--- config.mk ---
export PLATFORM = sky130hd
export DESIGN_NAME = smpc_sleep_ctrl
export DESIGN_NICKNAME = d
export VERILOG_FILES = /design/src/pkg/smpc_pkg.sv /design/src/logic/smpc_sleep_ctrl.sv
export VERILOG_INCLUDE_DIRS = /design/src /design/src/pkg
export SDC_FILE = /design/constraint.sdc
export NUM_CORES = 1
export LEC_CHECK = 0
export ABC_AREA = 1
export BUFFER_PORTS_ARGS = -buffer_cell sky130_fd_sc_hd__buf_4
export CAP_MARGIN = 20
export CORE_MARGIN = 3
export CORE_UTILIZATION = 40
export CTS_BUF_LIST = sky130_fd_sc_hd__clkbuf_8
export CTS_CLUSTER_SIZE = 14
export DETAILED_ROUTE_END_ITERATION = 16
export PLACE_DENSITY_LB_ADDON = 0.12
export REMOVE_ABC_BUFFERS = 1
export SYNTH_ARGS = -nofsm -noshare
export SYNTH_HDL_FRONTEND = slang
export SYNTH_SLANG_ARGS = --single-unit
--- constraint.sdc ---
create_clock -name i_clock -period 3.9 [get_ports i_clock]
set_input_delay 0.39 -clock i_clock [delete_from_list [all_inputs] [get_ports i_clock]]
set_output_delay 0.39 -clock i_clock [all_outputs]
set_load 0.05 [all_outputs]
--- src/pkg/smpc_cfg.svh ---
// Constants of the sleep mode power controller: register map, fields, fuse codes, timing.
// Assumes inclusion by bare name from the package and the design module.
`ifndef SMPC_CFG_SVH
`define SMPC_CFG_SVH
`define SMPC_ADDR_CTRL 4'h0
`define SMPC_ADDR_STAT 4'h4
`define SMPC_ADDR_FUSE 4'h8
`define SMPC_CTRL_RESET 8'h00
`define SMPC_BIT_ARM 7
`define SMPC_MODE_HI 6
`define SMPC_MODE_LO 4
`define SMPC_CLOCK_SOURCE_SELECT_FUSES_EXT 4'h0
`define SMPC_CLOCK_SOURCE_SELECT_FUSES_XTAL_MIN 4'hA
`define SMPC_WAKE_CK 6
`define SMPC_HALT_CK 4
`define SMPC_CLK_MHZ 200
`define SMPC_DLY_SHORT_NS 4100000
`define SMPC_DLY_LONG_NS 65000000
`define SMPC_CLK_NS 5
`endif

--- src/pkg/smpc_pkg.sv ---
// Types of the sleep mode power controller.
// Assumes the config header sits beside it.
`include "smpc_cfg.svh"
package smpc_pkg;
  typedef enum logic [2:0] {
    SMPC_IDLE = 3'h0,
    SMPC_NOISE = 3'h1,
    SMPC_DOWN = 3'h2,
    SMPC_SAVE = 3'h3,
    SMPC_STANDBY = 3'h6
  } smpc_mode_e;
  typedef enum logic [2:0] {
    SMPC_RUN = 3'b000,
    SMPC_SLEEP = 3'b001,
    SMPC_START = 3'b011,
    SMPC_HALT = 3'b010,
    SMPC_RESET_DLY = 3'b110
  } smpc_state_e;
endpackage

--- src/logic/smpc_sleep_ctrl.sv ---
// Sleep mode power controller: control register over AHB-Lite, sleep entry, clock gates, wake sequencing.
// Assumes the core pulses i_sleep_exec on SLEEP and honours o_cpu_stall; wake sources arrive asynchronously.
`timescale 1ns/1ps
`include "smpc_cfg.svh"
module smpc_sleep_ctrl import smpc_pkg::*; #(
  parameter int unsigned DLY_SHORT_CYC = (`SMPC_DLY_SHORT_NS + `SMPC_CLK_NS - 1) / `SMPC_CLK_NS,
  parameter int unsigned DLY_LONG_CYC = (`SMPC_DLY_LONG_NS + `SMPC_CLK_NS - 1) / `SMPC_CLK_NS
) (
  // Clock, reset, enable
  input wire logic i_clock,
  input wire logic i_nrst,
  input wire logic i_clk_en,
  // AHB-Lite slave
  input wire logic i_hsel,
  input wire logic [31:0] i_haddr,
  input wire logic [1:0] i_htrans,
  input wire logic i_hwrite,
  input wire logic [2:0] i_hsize,
  input wire logic [31:0] i_hwdata,
  input wire logic i_hready,
  output logic [31:0] o_hrdata,
  output logic o_hreadyout,
  output logic o_hresp,
  // Fuses
  input wire logic [3:0] i_clock_source_select_fuses,
  input wire logic [1:0] i_startup_time_fuses,
  // Core side
  input wire logic i_sleep_exec,
  input wire logic i_adc_enabled,
  input wire logic i_timer2_async_select,
  output logic o_cpu_stall,
  output logic o_wake_irq,
  output logic o_wake_reset,
  output logic o_adc_start,
  // Wake sources, asynchronous
  input wire logic i_irq_any,
  input wire logic i_irq_adc,
  input wire logic i_irq_level_ext,
  input wire logic i_irq_twi_match,
  input wire logic i_irq_timer2,
  input wire logic i_irq_spm_ready,
  input wire logic i_reset_req,
  // Clock gates, high means running; o_ext_clk_sel high selects the external clock
  output logic o_clk_cpu_en,
  output logic o_clk_flash_en,
  output logic o_clk_io_en,
  output logic o_clk_adc_en,
  output logic o_clk_async_en,
  output logic o_osc_en,
  output logic o_ext_clk_sel
);
  localparam int unsigned WAKE_CYC = `SMPC_WAKE_CK;
  localparam int unsigned HALT_CYC = `SMPC_HALT_CK;
  localparam int unsigned CW = 24;

  // ==========================================================
  // Wake source synchronisers
  logic [6:0] async_in;
  logic [6:0] sync1_reg;
  logic [6:0] sync2_reg;
  assign async_in = {i_reset_req, i_irq_spm_ready, i_irq_timer2, i_irq_twi_match, i_irq_level_ext, i_irq_adc, i_irq_any};
  always_ff @(posedge i_clock or negedge i_nrst) begin
    if (!i_nrst) begin
      sync1_reg <= 7'h00;
      sync2_reg <= 7'h00;
    end else if (i_clk_en) begin
      sync1_reg <= async_in;
      sync2_reg <= sync1_reg;
    end
  end
  logic w_any, w_adc, w_lvl, w_twi, w_t2, w_spm, w_rst;
  assign {w_rst, w_spm, w_t2, w_twi, w_lvl, w_adc, w_any} = sync2_reg;

  // ==========================================================
  // AHB-Lite slave and control register
  logic [7:0] ctrl_reg;
  logic wr_pend_reg;
  logic [3:0] addr_reg;
  logic [31:0] rdata_next;
  smpc_state_e state_reg;
  smpc_mode_e mode_reg;
  logic take;
  assign take = i_hsel && i_hready && i_htrans[1];
  always_ff @(posedge i_clock or negedge i_nrst) begin
    if (!i_nrst) begin
      wr_pend_reg <= 1'b0;
      addr_reg <= 4'h0;
    end else if (i_clk_en) begin
      wr_pend_reg <= take && i_hwrite;
      if (take) begin
        addr_reg <= i_haddr[3:0];
      end
    end
  end
  always_ff @(posedge i_clock or negedge i_nrst) begin
    if (!i_nrst) begin
      ctrl_reg <= `SMPC_CTRL_RESET;
    end else if (i_clk_en && wr_pend_reg && addr_reg == `SMPC_ADDR_CTRL) begin
      ctrl_reg <= i_hwdata[7:0];
    end
  end
  always_comb begin
    rdata_next = 32'h0000_0000;
    if (take && !i_hwrite) begin
      unique case (i_haddr[3:0])
        `SMPC_ADDR_CTRL: rdata_next = {24'h00_0000, ctrl_reg};
        `SMPC_ADDR_STAT: rdata_next = {21'h00_0000, mode_reg, 5'h00, state_reg};
        `SMPC_ADDR_FUSE: rdata_next = {26'h000_0000, i_startup_time_fuses, i_clock_source_select_fuses};
        default: rdata_next = 32'h0000_0000;
      endcase
    end
  end
  // Zero wait states: read data registered at the address-phase edge
  always_ff @(posedge i_clock or negedge i_nrst) begin
    if (!i_nrst) begin
      o_hrdata <= 32'h0000_0000;
      o_hreadyout <= 1'b1;
      o_hresp <= 1'b0;
    end else if (i_clk_en) begin
      o_hrdata <= rdata_next;
      o_hreadyout <= 1'b1;
      o_hresp <= 1'b0;
    end
  end

  // ==========================================================
  // Sleep sequencer
  logic ext_clk;
  logic xtal_clk;
  logic [CW-1:0] cnt_reg;
  logic wake_ok;
  logic mode_legal;
  logic [CW-1:0] rst_dly;
  assign ext_clk = i_clock_source_select_fuses == `SMPC_CLOCK_SOURCE_SELECT_FUSES_EXT;
  assign xtal_clk = i_clock_source_select_fuses >= `SMPC_CLOCK_SOURCE_SELECT_FUSES_XTAL_MIN;
  // Reserved fuse code 11 treated as no extra delay
  always_comb begin
    unique case (i_startup_time_fuses)
      2'b01: rst_dly = CW'(DLY_SHORT_CYC);
      2'b10: rst_dly = CW'(DLY_LONG_CYC);
      default: rst_dly = CW'(1);
    endcase
  end
  // Reserved codes and standby without crystal do not sleep
  always_comb begin
    unique case (ctrl_reg[`SMPC_MODE_HI:`SMPC_MODE_LO])
      3'h0, 3'h1, 3'h2, 3'h3: mode_legal = 1'b1;
      3'h6: mode_legal = xtal_clk;
      default: mode_legal = 1'b0;
    endcase
  end
  always_comb begin
    unique case (mode_reg)
      SMPC_IDLE: wake_ok = w_any;
      SMPC_NOISE: wake_ok = w_adc | w_lvl | w_twi | w_t2 | w_spm;
      SMPC_SAVE: wake_ok = w_lvl | w_twi | (w_t2 & i_timer2_async_select);
      default: wake_ok = w_lvl | w_twi;
    endcase
  end
  always_ff @(posedge i_clock or negedge i_nrst) begin
    if (!i_nrst) begin
      state_reg <= SMPC_RUN;
      mode_reg <= SMPC_IDLE;
      cnt_reg <= '0;
      o_wake_irq <= 1'b0;
      o_wake_reset <= 1'b0;
      o_adc_start <= 1'b0;
    end else if (i_clk_en) begin
      o_wake_irq <= 1'b0;
      o_wake_reset <= 1'b0;
      o_adc_start <= 1'b0;
      unique case (state_reg)
        SMPC_RUN: begin
          // Arm bit clear: SLEEP passes as a no-op
          if (i_sleep_exec && ctrl_reg[`SMPC_BIT_ARM] && mode_legal) begin
            state_reg <= SMPC_SLEEP;
            mode_reg <= smpc_mode_e'(ctrl_reg[`SMPC_MODE_HI:`SMPC_MODE_LO]);
            o_adc_start <= i_adc_enabled && !ctrl_reg[`SMPC_MODE_HI + 1 - 2];
          end
        end
        SMPC_SLEEP: begin
          if (w_rst) begin
            state_reg <= SMPC_RESET_DLY;
            cnt_reg <= rst_dly;
          end else if (wake_ok) begin
            state_reg <= SMPC_START;
            // Clocked idle and noise modes need no oscillator restart
            cnt_reg <= (mode_reg == SMPC_IDLE || mode_reg == SMPC_NOISE) ? CW'(1) : CW'(WAKE_CYC);
          end
        end
        SMPC_START: begin
          if (cnt_reg <= CW'(1)) begin
            state_reg <= SMPC_HALT;
            cnt_reg <= CW'(HALT_CYC);
          end else begin
            cnt_reg <= cnt_reg - CW'(1);
          end
        end
        SMPC_HALT: begin
          if (cnt_reg <= CW'(1)) begin
            state_reg <= SMPC_RUN;
            o_wake_irq <= 1'b1;
          end else begin
            cnt_reg <= cnt_reg - CW'(1);
          end
        end
        SMPC_RESET_DLY: begin
          if (cnt_reg <= CW'(1)) begin
            state_reg <= SMPC_RUN;
            o_wake_reset <= 1'b1;
          end else begin
            cnt_reg <= cnt_reg - CW'(1);
          end
        end
        default: state_reg <= SMPC_RUN;
      endcase
    end
  end

  // ==========================================================
  // Clock gates; no SRAM or register file clock is ever reset here
  logic asleep;
  assign asleep = state_reg == SMPC_SLEEP;
  always_ff @(posedge i_clock or negedge i_nrst) begin
    if (!i_nrst) begin
      o_cpu_stall <= 1'b0;
      o_clk_cpu_en <= 1'b1;
      o_clk_flash_en <= 1'b1;
      o_clk_io_en <= 1'b1;
      o_clk_adc_en <= 1'b1;
      o_clk_async_en <= 1'b1;
      o_osc_en <= 1'b1;
      o_ext_clk_sel <= 1'b0;
    end else if (i_clk_en) begin
      o_ext_clk_sel <= ext_clk;
      o_cpu_stall <= state_reg != SMPC_RUN;
      o_clk_cpu_en <= !asleep;
      o_clk_flash_en <= !asleep;
      o_clk_io_en <= !(asleep && mode_reg != SMPC_IDLE);
      o_clk_adc_en <= !(asleep && mode_reg > SMPC_NOISE);
      o_clk_async_en <= !(asleep && mode_reg > SMPC_NOISE && !(mode_reg == SMPC_SAVE && i_timer2_async_select));
      o_osc_en <= !(asleep && mode_reg > SMPC_NOISE && mode_reg != SMPC_STANDBY);
    end
  end

  // ==========================================================
  // Checks
  AST_NO_ARM_NO_SLEEP: assert property (@(posedge i_clock) disable iff (!i_nrst)
    (i_clk_en && state_reg == SMPC_RUN && i_sleep_exec && !ctrl_reg[7]) |=> state_reg == SMPC_RUN)
    else $error("sleep entered with arm bit clear");
  AST_RESET_ZERO: assert property (@(posedge i_clock) $rose(i_nrst) |-> ctrl_reg == 8'h00)
    else $error("control register not zero after reset");
  AST_IDLE_IO_RUNS: assert property (@(posedge i_clock) disable iff (!i_nrst)
    (i_clk_en && asleep && mode_reg == SMPC_IDLE) |=> o_clk_io_en && !o_clk_cpu_en)
    else $error("idle gating wrong");
  AST_NOISE_IO_STOP: assert property (@(posedge i_clock) disable iff (!i_nrst)
    (i_clk_en && asleep && mode_reg == SMPC_NOISE) |=> !o_clk_io_en && o_clk_adc_en)
    else $error("noise mode gating wrong");
  AST_DOWN_ALL_STOP: assert property (@(posedge i_clock) disable iff (!i_nrst)
    (i_clk_en && asleep && mode_reg == SMPC_DOWN) |=> !o_clk_adc_en && !o_osc_en && !o_clk_async_en)
    else $error("power-down gating wrong");
  AST_STANDBY_OSC: assert property (@(posedge i_clock) disable iff (!i_nrst)
    (i_clk_en && asleep && mode_reg == SMPC_STANDBY) |=> o_osc_en)
    else $error("standby oscillator stopped");
  AST_HALT_FOUR: assert property (@(posedge i_clock) disable iff (!i_nrst || !i_clk_en)
    $rose(state_reg == SMPC_HALT) |-> (state_reg == SMPC_HALT) [*4] ##1 o_wake_irq)
    else $error("halt not four cycles");
  AST_RESET_WAKE: assert property (@(posedge i_clock) disable iff (!i_nrst)
    (i_clk_en && asleep && w_rst) |=> state_reg == SMPC_RESET_DLY)
    else $error("reset during sleep ignored");
  AST_STANDBY_XTAL: assert property (@(posedge i_clock) disable iff (!i_nrst)
    (i_clk_en && state_reg == SMPC_RUN && i_sleep_exec && ctrl_reg[6:4] == 3'h6 && !xtal_clk) |=> state_reg == SMPC_RUN)
    else $error("standby without crystal");

  // Bus side and control register
  AST_BUS_OKAY: assert property (@(posedge i_clock) disable iff (!i_nrst)
    o_hreadyout && !o_hresp)
    else $error("bus answer not ready or not okay");
  AST_CTRL_WRITE: assert property (@(posedge i_clock) disable iff (!i_nrst)
    (i_clk_en && wr_pend_reg && addr_reg == `SMPC_ADDR_CTRL) |=> ctrl_reg == $past(i_hwdata[7:0]))
    else $error("control write lost");
  AST_CTRL_HOLD: assert property (@(posedge i_clock) disable iff (!i_nrst)
    !(i_clk_en && wr_pend_reg && addr_reg == `SMPC_ADDR_CTRL) |=> $stable(ctrl_reg))
    else $error("control register changed without a write");
  AST_READ_CTRL: assert property (@(posedge i_clock) disable iff (!i_nrst)
    (i_clk_en && take && !i_hwrite && i_haddr[3:0] == `SMPC_ADDR_CTRL) |=> o_hrdata == {24'h00_0000, $past(ctrl_reg)})
    else $error("control read data wrong");
  AST_EXT_SEL: assert property (@(posedge i_clock) disable iff (!i_nrst)
    i_clk_en |=> o_ext_clk_sel == ($past(i_clock_source_select_fuses) == `SMPC_CLOCK_SOURCE_SELECT_FUSES_EXT))
    else $error("external clock select wrong");

  // Sleep entry
  AST_SLEEP_ENTRY: assert property (@(posedge i_clock) disable iff (!i_nrst)
    (i_clk_en && state_reg == SMPC_RUN && i_sleep_exec && ctrl_reg[7] && mode_legal) |=> state_reg == SMPC_SLEEP)
    else $error("armed sleep not entered");
  AST_RESERVED_MODE: assert property (@(posedge i_clock) disable iff (!i_nrst)
    (i_clk_en && state_reg == SMPC_RUN && ctrl_reg[6:5] == 2'b10) |=> state_reg == SMPC_RUN)
    else $error("reserved mode slept");
  AST_MODE_LATCH: assert property (@(posedge i_clock) disable iff (!i_nrst)
    (state_reg == SMPC_RUN) ##1 (state_reg == SMPC_SLEEP) |-> mode_reg == $past(ctrl_reg[6:4]))
    else $error("latched mode differs from field");
  AST_NOP_RUNS: assert property (@(posedge i_clock) disable iff (!i_nrst)
    (i_clk_en && state_reg == SMPC_RUN) |=> o_clk_cpu_en && o_clk_flash_en)
    else $error("clock gated while running");
  AST_ADC_START: assert property (@(posedge i_clock) disable iff (!i_nrst)
    (i_clk_en && state_reg == SMPC_RUN && i_sleep_exec && ctrl_reg[7] && mode_legal && i_adc_enabled
      && ctrl_reg[6:5] == 2'b00) |=> o_adc_start)
    else $error("conversion not started on entry");

  // Gates and stall
  AST_STALL_SET: assert property (@(posedge i_clock) disable iff (!i_nrst)
    (i_clk_en && state_reg != SMPC_RUN) |=> o_cpu_stall)
    else $error("core not stalled");
  AST_STALL_CLR: assert property (@(posedge i_clock) disable iff (!i_nrst)
    (i_clk_en && state_reg == SMPC_RUN) |=> !o_cpu_stall)
    else $error("core stalled while running");
  AST_SAVE_ASYNC: assert property (@(posedge i_clock) disable iff (!i_nrst)
    (i_clk_en && asleep && mode_reg == SMPC_SAVE && i_timer2_async_select) |=> o_clk_async_en && !o_osc_en)
    else $error("power-save async clock wrong");
  AST_STANDBY_GATES: assert property (@(posedge i_clock) disable iff (!i_nrst)
    (i_clk_en && asleep && mode_reg == SMPC_STANDBY) |=> !o_clk_adc_en && !o_clk_io_en)
    else $error("standby gating wrong");

  // Wake masks and timing
  AST_WAKE_START: assert property (@(posedge i_clock) disable iff (!i_nrst)
    (i_clk_en && asleep && !w_rst && wake_ok) |=> state_reg == SMPC_START)
    else $error("enabled wake ignored");
  AST_NOISE_MASK: assert property (@(posedge i_clock) disable iff (!i_nrst)
    (i_clk_en && asleep && mode_reg == SMPC_NOISE && !w_rst && !w_adc && !w_lvl && !w_twi && !w_t2 && !w_spm)
      |=> asleep)
    else $error("noise mode woke on a masked source");
  AST_DOWN_MASK: assert property (@(posedge i_clock) disable iff (!i_nrst)
    (i_clk_en && asleep && mode_reg == SMPC_DOWN && !w_rst && !w_lvl && !w_twi) |=> asleep)
    else $error("power-down woke on a masked source");
  AST_START_LONG: assert property (@(posedge i_clock) disable iff (!i_nrst || !i_clk_en)
    (asleep && !w_rst && wake_ok && mode_reg > SMPC_NOISE) |=> (state_reg == SMPC_START) [*6] ##1
      state_reg == SMPC_HALT)
    else $error("oscillator start not six cycles");
  AST_START_SHORT: assert property (@(posedge i_clock) disable iff (!i_nrst || !i_clk_en)
    (asleep && !w_rst && wake_ok && mode_reg <= SMPC_NOISE) |=> state_reg == SMPC_START ##1
      state_reg == SMPC_HALT)
    else $error("clocked mode start not one cycle");
  AST_WAKE_PULSE: assert property (@(posedge i_clock) disable iff (!i_nrst || !i_clk_en)
    o_wake_irq |=> !o_wake_irq)
    else $error("wake pulse longer than one cycle");
  AST_RESET_DONE: assert property (@(posedge i_clock) disable iff (!i_nrst)
    (i_clk_en && state_reg == SMPC_RESET_DLY && cnt_reg <= CW'(1)) |=> o_wake_reset && state_reg == SMPC_RUN)
    else $error("reset wake not finished");
endmodule // smpc_sleep_ctrl

# Word level (Yosys, flattened, before mapping)
# Index checks and enable logic that the tools add are counted.
[classes]
reduce_logical = 38
magnitude_cmp = 3
n_bitwise = 7
muxes = 22
eq_ne = 20
addsub = 1
[ops]
columns = ["op", "count"]
rows = [
  ["24-bit two-way mux", 4],
  ["24-bit case mux with 3 select lines", 1],
  ["24-bit case mux with 2 select lines", 1],
  ["11-bit case mux with 3 select lines", 1],
  ["24-bit by 1-bit less-or-equal comparator with 1-bit output (second input constant)", 1],
  ["24-bit by 1-bit subtractor with 24-bit output (second input constant)", 1],
  ["3-bit two-way mux", 6],
  ["3-bit by 2-bit == test with 1-bit output (second input constant)", 5],
  ["1-bit logical AND", 14],
  ["4-bit logical NOT", 3],
  ["3-bit case mux with 4 select lines", 1],
  ["11-bit two-way mux", 1],
  ["3-bit by 1-bit == test with 1-bit output (second input constant)", 3],
  ["3-bit logical NOT", 3],
  ["3-bit nonzero test", 3],
  ["1-bit logical NOT", 8],
  ["3-bit == test (second input constant)", 2],
  ["2-bit != test (second input constant)", 3],
  ["3-bit != test (second input constant)", 2],
  ["1-bit bitwise OR", 6],
  ["1-bit two-way mux", 5],
  ["5-bit AND reduction", 1],
  ["4-bit by 3-bit == test with 1-bit output (second input constant)", 1],
  ["4-bit == test (second input constant)", 1],
  ["14 further kinds", 14],
]
[word_totals]
in_bits = 91
word_cells = 110
reg_bits = 99
output_inout_bits = 45

# Longest topological paths before layout
[depth]
depth_word = 8
ltp_mapped = 14

# Least setup slack after synthesis
# OpenSTA, ideal clock, no wires.
[synth_path]
kind = "register to register"
from = "register cnt_reg[0]"
to = "register cnt_reg[23]"
required_time_ns = 3.784
slack_ns = 2.201
t_arrival_ns = 1.582
path_buffers = 1
stages_incl_launch_ff = 15
setup_time_ns = 0.116
path_cell_list = "dfrtp_1 > inv_1 > ha_1 > nor2_1 > nor2_1 > nand2_1 > nor2_1 > nand2_2 > nand2_2 > nand2_2 > buf_6 > nand3_1 > nand2_1 > nand2_1 > nand2_1"
[synth_via]
elab_chain_len = 3
[synth_lines]
columns = ["element", "line_no", "text"]
rows = [
  ["start, declared", "smpc_sleep_ctrl.sv:130", "logic [CW-1:0] cnt_reg;"],
  ["start signal, assigned", "smpc_sleep_ctrl.sv:184", "cnt_reg <= rst_dly;"],
  ["start signal, assigned", "smpc_sleep_ctrl.sv:188", "cnt_reg <= (mode_reg == SMPC_IDLE || mode_reg == SMPC_NOISE) ? CW'(1) : CW'(WAKE_CYC);"],
  ["start signal, assigned", "smpc_sleep_ctrl.sv:194", "cnt_reg <= CW'(HALT_CYC);"],
  ["24-bit by 1-bit subtractor with 24-bit output or 24-bit by 1-bit less-or-equal comparator with 1-bit output (tied branches)", "--", ""],
  ["24-bit two-way mux, or another cell as far along", "smpc_sleep_ctrl.sv:200, smpc_sleep_ctrl.sv:208", ""],
  ["24-bit case mux with 3 select lines or 4-bit AND reduction (tied branches)", "--", ""],
]
# Parallel ways exist; a longest one is shown, timed or not. The select of a mux whose other input is x is not followed.
# A chain may end at the register's enable or synchronous reset.

# Worst setup path after layout
[layout_path]
from = "register cnt_reg[0]"
to = "register cnt_reg[4]"
# Same word-level chain as after synthesis.

==> metrics <==
status=complete, no violations; Area after DPL=4970 µm²; number of max-cap violations=0; fraction of layout cells with a size suffix above 1=16.7%; vias in the first global route=3741; Initial Util=41.4%; Worst-Margin Slew=0.679 ns; VDD IR-drop max=0.281 mV; htree depth=3; Routed Antenna Nets=0; max_slew headroom=54.3%; unrepaired setup endpoints after global routing=no; endpoints failing hold=0; Clk Latency, worst-skew pair=0.37 ns; DP HPWL=7810 µm; clk buf depth=2; Clock Root Buffer=clkbuf_8; max FFs per register=24; final global-route overflow total=0; initial antenna violation count=0; largest net degree at the start of global routing=79; Final period util=60.7%; Mapped Area=4540 µm²; total CTS buffers=9; first-pass GRT wire length=18100 µm; hold crit path type=in2reg; First-pass DRT Iterations=4; Ports=136; Routed WL=10800 µm; CTS tree=done; Fin Setup TNS=0 ns; postcts setup bufs=0; CP Capture Type=flop; post_cts resized=0; PD cells=734 nW/µm²; PortBufs=56; part of the Yosys area used for sequential elements=43.1%; Row Count=38; die width=113 µm; Final setup viols=0; Residual DRC=0; cells after synthesis=619; Clock transition at path regs=0.08 ns; Req. time, crit path=4.16 ns; clock sink count=78; asr flop ratio synth=100%; Ys Warns=0; Synth Area per Inst=7.34 µm²; Leak Pwr=2.91 nW; Post-synth EDFFs=0; die height=113 µm; Avg WL per Cell=13.1 µm; Setup Skew=0.00879 ns; post-DR vias/cell=4.76; crit path launch type=flop; highest-count cells in the layout ignoring fill and taps=211 x nand2_1, 73 x dfrtp_1, 70 x nor2_1, 62 x inv_1, 58 x buf_4; Layout area overhead=15.7%; die area=12700 µm²; Final Wtd Congestion=0.832; Max Clk Rate=422 MHz; r2r setup slk=1.53 ns; core area=11000 µm²; Hold Slack=0.211 ns; Tot GR Track Use=17.7%; # diodes=0; Final Max Slew Viols=0; Hold Buf Count CTS=0; Yosys cell types=37; Util after Layout=47.9%; Via Count=3904; critical path class=reg2reg; crit path DAT=2.63 ns; #FFs+latches synth=78; Filler cells=1121; post-route cell area=5260 µm²; Post-synth top flop=dfrtp_1; CP max FO=21; DRT iter0 DRCs=144; total power=0.00386 W; Final Critical Period=2.37 ns; # nets final=771; commonest non-fill, non-tap cell in the layout=nand2_1
cell usage after synthesis, types with 2 or more instances:
master | n | area [µm²]
a21oi_1 | 11 | 55.1
nor2_1 | 70 | 263
xnor2_1 | 2 | 17.5
dfstp_2 | 5 | 131
nand2_1 | 211 | 792
nand2_2 | 16 | 100
o21ai_1 | 9 | 45.0
conb_1 | 2 | 7.51
nor2_2 | 4 | 25.0
inv_1 | 61 | 229
nor2_4 | 2 | 22.5
a22o_1 | 7 | 61.3
nand4_1 | 9 | 56.3
dfrtp_1 | 73 | 1830
buf_6 | 3 | 33.8
clkinv_1 | 2 | 7.51
nand2_4 | 2 | 22.5
ha_1 | 4 | 50.1
inv_2 | 4 | 15.0
buf_4 | 25 | 188
clkbuf_1 | 6 | 22.5
xor2_1 | 10 | 87.6
o21ai_0 | 23 | 115
nor4_1 | 2 | 12.5
nor3_1 | 3 | 15.0
nand3_1 | 38 | 190
o22ai_1 | 2 | 12.5
mux2_2 | 4 | 45.0
cell type report:
| type | instances | area (µm²) | share of cell area (%) |
|---|---|---|---|
| multi-input cells | 459 | 2140 | 40.7 |
| flip-flops and latches | 78 | 1960 | 37.3 |
| repair buffers | 60 | 473 | 9.00 |
| inverters | 68 | 260 | 4.95 |
| well taps | 140 | 175 | 3.33 |
| clock buffers | 10 | 138 | 2.62 |
| clock inverters | 6 | 111 | 2.12 |
critical path, cell delays in order, from the launching register on:
cell and delay (ns):
dfrtp_1 0.36, inv_1 0.10, ha_1 0.28, nor2_1 0.14, nor2_1 0.05, nand2_1 0.05
nor2_1 0.04, nand2_2 0.10, nand2_2 0.07, a21oi_4 0.48, buf_4 0.32, inv_6 0.12
nand2_1 0.08, nand2_1 0.05
path summary, 6_finish.rpt:
kind	to	from	cells past startpoint
worst max-delay path	cnt_reg[4]	cnt_reg[0]	13
worst min-delay path	sync1_reg[0]	i_irq_any	3
worst max register to register	cnt_reg[4]	cnt_reg[0]	13
worst min register to register	sync1_reg[6]	sync1_reg[6]	2
max in group asynchronous	o_osc_en	i_nrst	3
min in group asynchronous	cnt_reg[11]	i_nrst	2
where the power goes:
part | switching, W | internal [W]
clock | 0.000327 | 0.000443
sequential | 0.000206 | 0.00102
combinational | 0.00127 | 0.000586
total | 0.00181 | 0.00205
logic make-up (layout without fill, tap and decap cells):
group                    count (synthesis)  in the layout  share of synthesized area [%]
AO/OA/AOI/OAI                           59             59                           7.82
XOR/XNOR                                12             12                           2.31
adder cells (fa/ha/maj)                  4              4                           1.10
buffers and inverters                  103            144                           11.5
flip-flops                              78             78                           43.1
multiplexers                             4              4                          0.991
other                                    2             23                          0.165
AND/OR/NAND/NOR                        357            357                           33.0
per-layer routing:
metal  up-vias  wire [µm]  global-route usage, %
met3        13        559                   4.53
met1      1809       4880                   23.1
met2        71       5170                   28.8
met5         -          0                      0
met4         0        165                   5.77
li1       2011          -                      -
through the flow:
| step | setup WS, ns | std cells |
|---|---|---|
| floorplan | 1.93 | 605 |
| global placement | 1.57 | 803 |
| detailed placement | 1.54 | 803 |
| CTS | 1.53 | 819 |
| global route | 1.30 | 821 |
| finish | 1.53 | 821 |
No activity file was read; power rests on OpenSTA's default activity.
